[config.mk]
export PLATFORM = sky130hd
export DESIGN_NAME = vim_top
export DESIGN_NICKNAME = d
export VERILOG_FILES = /design/src/design/vim_axil.v /design/src/design/vim_period.v /design/src/design/vim_top.v
export VERILOG_INCLUDE_DIRS = /design/src /design/src/inc
export SDC_FILE = /design/constraint.sdc
export NUM_CORES = 1
export LEC_CHECK = 0
export ABC_AREA = 1
export BUFFER_PORTS_ARGS = -buffer_cell sky130_fd_sc_hd__buf_4
export CAP_MARGIN = 0
export CORE_MARGIN = 1
export CORE_UTILIZATION = 65
export DETAILED_ROUTE_END_ITERATION = 16
export GPL_ROUTABILITY_DRIVEN = 0
export MAX_ROUTING_LAYER = met4
export PLACE_DENSITY = 0.86
export SYNTH_ARGS = -nofsm -noshare
export SYNTH_HDL_FRONTEND = slang
export SYNTH_SLANG_ARGS = --single-unit
[constraint.sdc]
create_clock -name mclk -period 6 [get_ports mclk]
set_input_delay 0 -clock mclk [delete_from_list [all_inputs] [get_ports mclk]]
set_output_delay 0 -clock mclk [all_outputs]
set_load 0.03 [all_outputs]
[src/inc/vim_defs.vh]
// Constants shared by the voltage interruption monitor files
`ifndef VIM_DEFS_VH
`define VIM_DEFS_VH

// ---------------------------------------------------------------
// Register map (byte addresses)
// ---------------------------------------------------------------
`define VIM_ADDR_W 8
`define VIM_REG_LIMIT 8'h00
`define VIM_REG_PERIOD 8'h04
`define VIM_REG_STATUS 8'h08
`define VIM_REG_VOLT 8'h0c
`define VIM_REG_COUNT 8'h10
`define VIM_REG_PREV_COUNT 8'h14
`define VIM_REG_TOTAL 8'h18
`define VIM_REG_PREV_TOTAL 8'h1c
`define VIM_REG_IRQ_STAT 8'h20
`define VIM_REG_IRQ_MASK 8'h24

// ---------------------------------------------------------------
// Bus responses
// ---------------------------------------------------------------
`define VIM_RESP_OKAY 2'h0
`define VIM_RESP_SLVERR 2'h2

// ---------------------------------------------------------------
// Limit in tenths of a percent, period codes
// ---------------------------------------------------------------
`define VIM_LIM_W 11
`define VIM_LIMIT_MIN 11'h064
`define VIM_LIMIT_MAX 11'h4b0
`define VIM_LIMIT_RST 11'h280
`define VIM_PER_8H 3'h0
`define VIM_PER_DAY 3'h1
`define VIM_PER_WEEK 3'h2
`define VIM_PER_MONTH 3'h3
`define VIM_PER_YEAR 3'h4

// ---------------------------------------------------------------
// Calendar markers
// ---------------------------------------------------------------
`define VIM_HOUR_0 5'h00
`define VIM_HOUR_8 5'h08
`define VIM_HOUR_16 5'h10
`define VIM_MONDAY 3'h1
`define VIM_JANUARY 4'h1

// ---------------------------------------------------------------
// Timing
// ---------------------------------------------------------------
`define VIM_CLK_NS 4
`define VIM_TICK_NS 1000000
`define VIM_MS_LAST 10'h3e7

// ---------------------------------------------------------------
// Interrupt bits
// ---------------------------------------------------------------
`define VIM_IRQ_W 3
`define VIM_IRQ_START 0
`define VIM_IRQ_BOUND 1
`define VIM_IRQ_RESTORE 2

`endif

[src/design/vim_axil.v]
// AXI4-Lite slave front end for the interruption monitor registers
`include "vim_defs.vh"

module vim_axil (
   // Clock and reset
   input wire mclk,
   input wire rst,
   // Write address and data channels
   input wire [`VIM_ADDR_W-1:0] s_awaddr,
   input wire s_awvalid,
   output reg s_awready,
   input wire [31:0] s_wdata,
   input wire [3:0] s_wstrb,
   input wire s_wvalid,
   output reg s_wready,
   // Write response channel
   output reg [1:0] s_bresp,
   output reg s_bvalid,
   input wire s_bready,
   // Read channels
   input wire [`VIM_ADDR_W-1:0] s_araddr,
   input wire s_arvalid,
   output reg s_arready,
   output reg [31:0] s_rdata,
   output reg [1:0] s_rresp,
   output reg s_rvalid,
   input wire s_rready,
   // Register side
   output reg wr_en,
   output reg [`VIM_ADDR_W-1:0] wr_addr,
   output reg [31:0] wr_data,
   output reg [3:0] wr_strb,
   input wire wr_err,
   output reg [`VIM_ADDR_W-1:0] rd_addr,
   input wire [31:0] rd_data,
   input wire rd_err
);

   reg aw_have_r;
   reg w_have_r;
   reg rd_pend_r;

   // ---------------------------------------------------------------
   // Write path: address and data taken in either order
   // ---------------------------------------------------------------
   always @(posedge mclk) begin
      if (rst) begin
         s_awready <= 1'b0;
         s_wready <= 1'b0;
         s_bvalid <= 1'b0;
         s_bresp <= `VIM_RESP_OKAY;
         aw_have_r <= 1'b0;
         w_have_r <= 1'b0;
         wr_en <= 1'b0;
         wr_addr <= {`VIM_ADDR_W{1'b0}};
         wr_data <= 32'h0;
         wr_strb <= 4'h0;
      end else begin
         wr_en <= 1'b0;
         s_awready <= !aw_have_r && !(s_awvalid && s_awready) && !s_bvalid;
         s_wready <= !w_have_r && !(s_wvalid && s_wready) && !s_bvalid;
         if (s_awvalid && s_awready) begin
            aw_have_r <= 1'b1;
            wr_addr <= s_awaddr;
            s_awready <= 1'b0;
         end
         if (s_wvalid && s_wready) begin
            w_have_r <= 1'b1;
            wr_data <= s_wdata;
            wr_strb <= s_wstrb;
            s_wready <= 1'b0;
         end
         // Commit one cycle after both halves are held
         if (aw_have_r && w_have_r && !s_bvalid) begin
            wr_en <= 1'b1;
            s_bvalid <= 1'b1;
            s_bresp <= wr_err ? `VIM_RESP_SLVERR : `VIM_RESP_OKAY;
            aw_have_r <= 1'b0;
            w_have_r <= 1'b0;
         end
         if (s_bvalid && s_bready)
            s_bvalid <= 1'b0;
      end
   end

   // ---------------------------------------------------------------
   // Read path: address held, data sampled one cycle later
   // ---------------------------------------------------------------
   always @(posedge mclk) begin
      if (rst) begin
         s_arready <= 1'b0;
         s_rvalid <= 1'b0;
         s_rdata <= 32'h0;
         s_rresp <= `VIM_RESP_OKAY;
         rd_pend_r <= 1'b0;
         rd_addr <= {`VIM_ADDR_W{1'b0}};
      end else begin
         s_arready <= !rd_pend_r && !s_rvalid && !(s_arvalid && s_arready);
         if (s_arvalid && s_arready) begin
            rd_addr <= s_araddr;
            rd_pend_r <= 1'b1;
            s_arready <= 1'b0;
         end
         if (rd_pend_r) begin
            rd_pend_r <= 1'b0;
            s_rvalid <= 1'b1;
            s_rdata <= rd_err ? 32'h0 : rd_data;
            s_rresp <= rd_err ? `VIM_RESP_SLVERR : `VIM_RESP_OKAY;
         end
         if (s_rvalid && s_rready)
            s_rvalid <= 1'b0;
      end
   end

endmodule

[src/design/vim_period.v]
// Calendar period boundary detector driven by the real-time clock fields
`include "vim_defs.vh"

module vim_period (
   // Clock and reset
   input wire mclk,
   input wire rst,
   // Selected period and calendar time
   input wire [2:0] period_sel,
   input wire [4:0] cal_hour,
   input wire [4:0] cal_mday,
   input wire [2:0] cal_wday,
   input wire [3:0] cal_month,
   // One-cycle boundary pulse
   output reg boundary
);

   reg seeded_r;
   reg [4:0] hour_r;
   reg [4:0] mday_r;
   reg [3:0] month_r;
   reg hit;
   wire hour_chg;
   wire day_chg;
   wire mon_chg;

   // Nothing is compared until one snapshot exists, else reset fakes one
   assign hour_chg = seeded_r && (hour_r != cal_hour);
   assign day_chg = seeded_r && (mday_r != cal_mday);
   assign mon_chg = seeded_r && (month_r != cal_month);

   always @* begin
      case (period_sel)
         `VIM_PER_8H: hit = hour_chg && (cal_hour == `VIM_HOUR_0 ||
            cal_hour == `VIM_HOUR_8 || cal_hour == `VIM_HOUR_16);
         `VIM_PER_DAY: hit = day_chg;
         `VIM_PER_WEEK: hit = day_chg && (cal_wday == `VIM_MONDAY);
         `VIM_PER_MONTH: hit = mon_chg;
         `VIM_PER_YEAR: hit = mon_chg && (cal_month == `VIM_JANUARY);
         default: hit = 1'b0;
      endcase
   end

   always @(posedge mclk) begin
      if (rst) begin
         seeded_r <= 1'b0;
         hour_r <= 5'h0;
         mday_r <= 5'h0;
         month_r <= 4'h0;
         boundary <= 1'b0;
      end else begin
         seeded_r <= 1'b1;
         hour_r <= cal_hour;
         mday_r <= cal_mday;
         month_r <= cal_month;
         boundary <= hit;
      end
   end

endmodule

[src/design/vim_top.v]
// Voltage interruption monitor: detection, accumulation and registers
//
// Our own choices: the AXI4-Lite interface to the registers and the register addresses.
`include "vim_defs.vh"

module vim_top #(
   parameter TICK_CYC = `VIM_TICK_NS / `VIM_CLK_NS,
   parameter TICK_W = 18
) (
   // Clock and reset
   input wire mclk,
   input wire rst,
   // Positive sequence voltage in tenths of a percent
   input wire meas_valid,
   input wire [`VIM_LIM_W-1:0] positive_seq_voltage,
   // Calendar time from the real-time clock
   input wire [4:0] cal_hour,
   input wire [4:0] cal_mday,
   input wire [2:0] cal_wday,
   input wire [3:0] cal_month,
   // AXI4-Lite write channels
   input wire [`VIM_ADDR_W-1:0] s_awaddr,
   input wire s_awvalid,
   output wire s_awready,
   input wire [31:0] s_wdata,
   input wire [3:0] s_wstrb,
   input wire s_wvalid,
   output wire s_wready,
   output wire [1:0] s_bresp,
   output wire s_bvalid,
   input wire s_bready,
   // AXI4-Lite read channels
   input wire [`VIM_ADDR_W-1:0] s_araddr,
   input wire s_arvalid,
   output wire s_arready,
   output wire [31:0] s_rdata,
   output wire [1:0] s_rresp,
   output wire s_rvalid,
   input wire s_rready,
   // Status outputs
   output reg voltage_low,
   output reg irq
);

   localparam [31:0] TICK_LAST_FULL = TICK_CYC - 1;
   localparam [TICK_W-1:0] TICK_LAST = TICK_LAST_FULL[TICK_W-1:0];

   // ---------------------------------------------------------------
   // Helper functions
   // ---------------------------------------------------------------
   function [31:0] sat_inc;
      input [31:0] val;
      begin
         sat_inc = (&val) ? val : val + 32'h1;
      end
   endfunction

   function [31:0] merge;
      input [31:0] old;
      input [31:0] nw;
      input [3:0] strb;
      integer i;
      begin
         merge = old;
         for (i = 0; i < 4; i = i + 1)
            if (strb[i])
               merge[i*8 +: 8] = nw[i*8 +: 8];
      end
   endfunction

   function mapped;
      input [`VIM_ADDR_W-1:0] a;
      begin
         case (a)
            `VIM_REG_LIMIT, `VIM_REG_PERIOD, `VIM_REG_STATUS,
            `VIM_REG_VOLT, `VIM_REG_COUNT, `VIM_REG_PREV_COUNT,
            `VIM_REG_TOTAL, `VIM_REG_PREV_TOTAL, `VIM_REG_IRQ_STAT,
            `VIM_REG_IRQ_MASK: mapped = 1'b1;
            default: mapped = 1'b0;
         endcase
      end
   endfunction

   // ---------------------------------------------------------------
   // Declarations
   // ---------------------------------------------------------------
   wire wr_en;
   wire [`VIM_ADDR_W-1:0] wr_addr;
   wire [31:0] wr_data;
   wire [3:0] wr_strb;
   wire [`VIM_ADDR_W-1:0] rd_addr;
   wire boundary;
   reg [31:0] rd_data;
   reg [31:0] wr_word;
   reg [`VIM_LIM_W-1:0] limit_r;
   reg [2:0] period_r;
   reg [`VIM_LIM_W-1:0] volt_r;
   reg low_r;
   reg [31:0] count_r;
   reg [31:0] prev_count_r;
   reg [31:0] total_r;
   reg [31:0] prev_total_r;
   reg [9:0] ms_r;
   reg [TICK_W-1:0] tick_cnt_r;
   reg tick_r;
   reg [`VIM_IRQ_W-1:0] irq_stat_r;
   reg [`VIM_IRQ_W-1:0] irq_mask_r;
   reg [`VIM_IRQ_W-1:0] irq_set;
   reg [`VIM_IRQ_W-1:0] irq_stat_nxt;
   wire below;
   wire dip_start;
   wire recover;

   // ---------------------------------------------------------------
   // Bus slave and period detector
   // ---------------------------------------------------------------
   vim_axil u_axil (
      .mclk(mclk),
      .rst(rst),
      .s_awaddr(s_awaddr),
      .s_awvalid(s_awvalid),
      .s_awready(s_awready),
      .s_wdata(s_wdata),
      .s_wstrb(s_wstrb),
      .s_wvalid(s_wvalid),
      .s_wready(s_wready),
      .s_bresp(s_bresp),
      .s_bvalid(s_bvalid),
      .s_bready(s_bready),
      .s_araddr(s_araddr),
      .s_arvalid(s_arvalid),
      .s_arready(s_arready),
      .s_rdata(s_rdata),
      .s_rresp(s_rresp),
      .s_rvalid(s_rvalid),
      .s_rready(s_rready),
      .wr_en(wr_en),
      .wr_addr(wr_addr),
      .wr_data(wr_data),
      .wr_strb(wr_strb),
      .wr_err(!mapped(wr_addr)),
      .rd_addr(rd_addr),
      .rd_data(rd_data),
      .rd_err(!mapped(rd_addr))
   );

   vim_period u_period (
      .mclk(mclk),
      .rst(rst),
      .period_sel(period_r),
      .cal_hour(cal_hour),
      .cal_mday(cal_mday),
      .cal_wday(cal_wday),
      .cal_month(cal_month),
      .boundary(boundary)
   );

   // ---------------------------------------------------------------
   // Settings
   // ---------------------------------------------------------------
   always @* begin
      wr_word = 32'h0;
      case (wr_addr)
         `VIM_REG_LIMIT: wr_word = merge({21'h0, limit_r}, wr_data, wr_strb);
         `VIM_REG_PERIOD: wr_word = merge({29'h0, period_r}, wr_data, wr_strb);
         `VIM_REG_IRQ_MASK:
            wr_word = merge({29'h0, irq_mask_r}, wr_data, wr_strb);
         default: wr_word = wr_data & {{8{wr_strb[3]}}, {8{wr_strb[2]}},
            {8{wr_strb[1]}}, {8{wr_strb[0]}}};
      endcase
   end

   // Out-of-range limit and period values are dropped so the setting never leaves its range
   always @(posedge mclk) begin
      if (rst) begin
         limit_r <= `VIM_LIMIT_RST;
         period_r <= `VIM_PER_MONTH;
         irq_mask_r <= {`VIM_IRQ_W{1'b0}};
      end else if (wr_en) begin
         if (wr_addr == `VIM_REG_LIMIT && wr_word[31:`VIM_LIM_W] == 21'h0 &&
             wr_word[`VIM_LIM_W-1:0] >= `VIM_LIMIT_MIN &&
             wr_word[`VIM_LIM_W-1:0] <= `VIM_LIMIT_MAX)
            limit_r <= wr_word[`VIM_LIM_W-1:0];
         if (wr_addr == `VIM_REG_PERIOD && wr_word[31:3] == 29'h0 &&
             wr_word[2:0] <= `VIM_PER_YEAR)
            period_r <= wr_word[2:0];
         if (wr_addr == `VIM_REG_IRQ_MASK)
            irq_mask_r <= wr_word[`VIM_IRQ_W-1:0];
      end
   end

   // ---------------------------------------------------------------
   // Interruption detection
   // ---------------------------------------------------------------
   // every sample compared
   assign below = positive_seq_voltage < limit_r;
   assign dip_start = meas_valid && below && !low_r;
   assign recover = meas_valid && !below && low_r;

   always @(posedge mclk) begin
      if (rst) begin
         volt_r <= {`VIM_LIM_W{1'b0}};
         low_r <= 1'b0;
         voltage_low <= 1'b0;
      end else begin
         if (meas_valid) begin
            volt_r <= positive_seq_voltage;
            low_r <= below;
            voltage_low <= below;
         end
      end
   end

   // ---------------------------------------------------------------
   // Millisecond tick
   // ---------------------------------------------------------------
   // fixed tick divider
   always @(posedge mclk) begin
      if (rst) begin
         tick_cnt_r <= {TICK_W{1'b0}};
         tick_r <= 1'b0;
      end else begin
         tick_r <= (tick_cnt_r == TICK_LAST);
         if (tick_cnt_r == TICK_LAST)
            tick_cnt_r <= {TICK_W{1'b0}};
         else
            tick_cnt_r <= tick_cnt_r + {{(TICK_W-1){1'b0}}, 1'b1};
      end
   end

   // ---------------------------------------------------------------
   // Count and time accumulation
   // ---------------------------------------------------------------
   // A dip still running at a boundary keeps timing into the new period
   always @(posedge mclk) begin
      if (rst) begin
         count_r <= 32'h0;
         prev_count_r <= 32'h0;
         total_r <= 32'h0;
         prev_total_r <= 32'h0;
         ms_r <= 10'h0;
      end else begin
         if (boundary) begin
            prev_count_r <= count_r;
            prev_total_r <= total_r;
         end
         if (dip_start)
            count_r <= boundary ? 32'h1 : sat_inc(count_r);
         else if (boundary)
            count_r <= 32'h0;
         if (boundary) begin
            total_r <= 32'h0;
            ms_r <= 10'h0;
         end else if (tick_r && low_r) begin
            if (ms_r == `VIM_MS_LAST) begin
               ms_r <= 10'h0;
               total_r <= sat_inc(total_r);
            end else begin
               ms_r <= ms_r + 10'h1;
            end
         end
      end
   end

   // ---------------------------------------------------------------
   // Interrupts: set wins over a same-cycle clear
   // ---------------------------------------------------------------
   always @* begin
      irq_set = {`VIM_IRQ_W{1'b0}};
      irq_set[`VIM_IRQ_START] = dip_start;
      irq_set[`VIM_IRQ_BOUND] = boundary;
      irq_set[`VIM_IRQ_RESTORE] = recover;
      irq_stat_nxt = irq_stat_r;
      if (wr_en && wr_addr == `VIM_REG_IRQ_STAT)
         irq_stat_nxt = irq_stat_r & ~(wr_data[`VIM_IRQ_W-1:0] &
            {`VIM_IRQ_W{wr_strb[0]}});
      irq_stat_nxt = irq_stat_nxt | irq_set;
   end

   always @(posedge mclk) begin
      if (rst) begin
         irq_stat_r <= {`VIM_IRQ_W{1'b0}};
         irq <= 1'b0;
      end else begin
         irq_stat_r <= irq_stat_nxt;
         irq <= |(irq_stat_nxt & irq_mask_r);
      end
   end

   // ---------------------------------------------------------------
   // Read decode
   // ---------------------------------------------------------------
   always @* begin
      case (rd_addr)
         `VIM_REG_LIMIT: rd_data = {21'h0, limit_r};
         `VIM_REG_PERIOD: rd_data = {29'h0, period_r};
         `VIM_REG_STATUS: rd_data = {31'h0, low_r};
         `VIM_REG_VOLT: rd_data = {21'h0, volt_r};
         `VIM_REG_COUNT: rd_data = count_r;
         `VIM_REG_PREV_COUNT: rd_data = prev_count_r;
         `VIM_REG_TOTAL: rd_data = total_r;
         `VIM_REG_PREV_TOTAL: rd_data = prev_total_r;
         `VIM_REG_IRQ_STAT: rd_data = {29'h0, irq_stat_r};
         `VIM_REG_IRQ_MASK: rd_data = {29'h0, irq_mask_r};
         default: rd_data = 32'h0;
      endcase
   end

endmodule

==> summary.md <==
| Metric | Value |
|---|---|
| Post-synth top area share | `around two fifths` |
| Post-synth cell types | `between 50 and 60` |
| TNS Setup | `0 ns` |
| Ys async rst share | `0%` |
| Lkg Pwr | `6.736 nW` |
| Num ports | `roughly 130` |
| Area Growth Syn to Fin | `19.17%` |
| Wirelength per Cell | `~17 µm` |
| Most frequent CP cell | `nand2_1` |
| Initial antenna violation count | `0` |
| Area leader, netlist | `dfxtp_1` |
| Diode count | `0` |
| Worst min-delay path class | `input pin to flip-flop` |
| Setup Buffers After CTS | `0` |
| Core area | `approximately 22000 µm²` |
| Detailed Routing Iterations Pass 1 | `5` |
| H-tree depth | `1` |
| Netlist Area Pre-Place | `14570 µm²` |
| Register area share after synthesis | `41.35%` |
| Fin. max-slew vios | `0` |
| Worst Max-Slew Pin Slew | `1.169 ns` |
| Slowest stage delay, CP | `approximately 0.62 ns` |
| CP max FO | `23` |
| Fin worst setup slack | `2.997 ns` |
| Total Routing Usage GR | `about 39%` |
| CP Class | `flip-flop to flip-flop` |
| Hold Fails Final Rpt | `0` |
| WL final | `43.63 mm` |
| Fin crit share | `50.05%` |
| Total clock sinks | `roughly 300` |
| Die Y | `151.7 µm` |
| # rows | `54` |
| Ranking of synthesized cells by area | `dfxtp_1 41%, nand2_1 9.7%, o21ai_0 8.1%` |
| Area of the multi-input gates | `7358 µm²` |
| Endpoint class of the critical path | `flip-flop` |
| Layout Nets | `about 2.3k` |
| CP max-delay cell | `nand3_1` |
| DR DRC count | `0` |
| Clock Tree Buf Depth | `3` |
| EDFF count, synth | `0` |
| CTS tree | `done` |
| # setup viols final | `0` |
| PD cells | `255.3 nW/µm²` |
| First-pass GRT wire length | `approximately 70 mm` |
| Startpoint Class | `flip-flop` |
| Initial DRC count | `about 1.7k` |
| Die area | `approximately 23000 µm²` |
| Die Wd | `151.7 µm` |
| Total clock buffers created by CTS | `30` |
| I/O Buffers | `around 130` |
| CTS root buf | `clkbuf_16` |
| Post-placement cell count | `about 2.4k` |
| Max-cap violations | `0` |
| Via count | `15.30k` |
| Post-DP HPWL | `~27 mm` |
| Vias in the first global route | `around 14k` |
| Overflow after GRT | `0` |
| Area after DPL | `between 15000 and 20000 µm²` |
| Main synth FF type | `dfxtp_1` |
| Non-Filler Instances | `approximately 2.5k` |
| Cell area after layout | `approximately 17000 µm²` |
| Critical path's top delay family | `simple AND/OR/NAND/NOR gates` |
| Cell Chain, Critical Path | `ha_1 > inv_1 > nor3_1 > nand2_1 > nor2_1 > nand2_1 > nand3_1 > inv_1 > nand2_1 > a21oi_1` |
| Required @ worst endpoint | `roughly 6.4 ns` |
| Clock transition at the registers of the reported paths | `~0.06 ns` |
| Min Tclk post-route | `3.003 ns` |
| Buf+Inv Stages, Crit Path | `2` |
| Outcome | `complete, no violations` |
| Worst EP arrival | `around 3.4 ns` |
| Via density | `roughly 6.0` |
| Initial Util | `66.56%` |
| Slew margin rel. | `between 20% and 30%` |
| Largest net degree at the start of global routing | `132` |
| Syn_area_per_cell | `7.012 µm²` |
| Post-route ant nets | `0` |
| Worst VDD drop | `approximately 0.00027 V` |
| RSZ-0062 raised after global routing | `false` |
| Fillers | `1531` |
| Syn Inst Count | `between 2k and 2.5k` |
| Flops & latches, synth | `301` |
| Worst skew pair latency | `0.56 ns` |
| Post-Place Worst Slack | `roughly 3.1 ns` |
| Layout cells sized above 1 | `between 10 and 15%` |
| Ys Warns | `0` |
| Sequential Area | `~6000 µm²` |
| Final Skew | `roughly 0.013 ns` |
| Total power | `approximately 0.0044 W` |
| Max Clk Rate | `between 0.3 and 0.4 GHz` |
[placed cells by master, fill, tap and decap left out, types with 9 or more instances in the layout]
cell type / Yosys / routed
dlygate4sd3_1: 0 / 87
a21oi_1: 203 / 203
nand3_1: 108 / 108
o22ai_1: 9 / 9
dfxtp_1: 301 / 300
nor3_1: 70 / 69
nor2_1: 238 / 238
inv_1: 194 / 193
o21ai_0: 236 / 236
clkbuf_16: 0 / 31
a21oi_2: 19 / 19
nand2_1: 376 / 376
nand2_2: 14 / 14
xor2_1: 45 / 45
nand4_1: 51 / 51
nor4_1: 15 / 15
ha_1: 14 / 14
buf_4: 3 / 135
[sequential cells by signal, summed over array words and instances (netlist names), 3 cells and up]
register,cells
u_period.mday_r,5
ms_r,10
volt_r,11
limit_r,11
u_axil.s_rdata,32
irq_mask_r,3
total_r,32
prev_total_r,32
u_axil.rd_addr,8
u_period.hour_r,5
u_axil.wr_addr,8
u_period.month_r,4
count_r,32
prev_count_r,32
u_axil.wr_strb,4
u_axil.wr_data,32
period_r,3
tick_cnt_r,18
irq_stat_r,3
[where the power goes]
group	total, W	internal, W	switching, W
Combinational	0.000447	0.000166	0.000280
Clock	0.00187	0.00108	0.000785
Sequential	0.00212	0.00207	0.0000464
Total	0.00443	0.00332	0.00111
[worst reg2reg max path: stages, from the launching register on]
cell	delay, ns
dfxtp_1	0.37
ha_1	0.25
inv_1	0.12
nor3_1	0.23
nand2_1	0.15
nor2_1	0.18
nand2_1	0.10
nand3_1	0.62
inv_1	0.57
nand2_1	0.21
a21oi_1	0.08
[Yosys cell counts, types with 4 or more instances]
master and n:
nand4_1 51, clkbuf_1 72, a21oi_2 19, o2111ai_1 6, inv_1 194, nor3_1 70
o21a_1 4, nand2_1 376, xnor2_1 7, nor2_1 238, o31ai_1 5, o21ai_0 236
or2_2 4, buf_2 15, o211ai_1 5, a21oi_1 203, nand3_1 108, inv_2 8
ha_1 14, nor4_1 15, buf_1 8, o22ai_1 9, nor3b_1 7, xor2_1 45
nand2_2 14, nor2_2 6, dfxtp_1 301
[layout make-up]
type	count	area share, %
Clock buffer	46	5.253
Clock inverter	7	0.3819
Inverter	203	4.395
Multi-Input combinational cell	1474	42.38
Sequential cell	301	34.72
Tap cell	280	2.018
Timing Repair Buffer	222	10.85
[per-layer routing]
metal | GRT usage (%) | vias to the layer above | share of wire, %
met1 | 46.72 | 7021 | 40
met3 | 5.958 | 155 | 8.9
met5 | - | - | 0
met4 | 16.34 | 0 | 3.7
li1 | - | 7204 | -
met2 | 64.57 | 916 | 48
[per-stage QoR]
step	util, %	hold slack [ns]
floorplan	-	0.09164
global placement	70.87	0.1834
detailed placement	70.87	0.1908
CTS	79.32	0.07008
global route	79.32	0.1177
finish	79.32	0.07305
[what timing repair did]
| action | CTS | global route |
|---|---|---|
| hold buffers | 87 | 0 |
| resized for setup | 0 | 0 |
| endpoints found under the setup margin | 0 | 0 |
| hold endpoints to repair | 107 | 0 |
[cell families (layout without fill, tap and decap cells)]
kind of cell | Yosys count | count (layout) | share of synthesized area [%]
simple gates | 907 | 907 | 27.63
compound gates | 499 | 499 | 18.41
buf+inv | 304 | 478 | 8.252
flops | 301 | 301 | 41.35
xor+xnor | 52 | 52 | 3.126
fa+ha+maj | 14 | 14 | 1.202
other cells | 1 | 2 | 0.02574
[path summary, 6_finish.rpt]
check | slack [ns] | to | start | cells past startpoint
worst max-delay path | 3.00 | total_r[10] | total_r[0] | 10
worst min-delay path | 0.07 | low_r | positive_seq_voltage[0] | 6
worst max register to register | 3.00 | total_r[10] | total_r[0] | 10
worst min register to register | 0.44 | u_axil.s_wready | u_axil.w_have_r | 1
No activity file was read; power rests on OpenSTA's default activity.
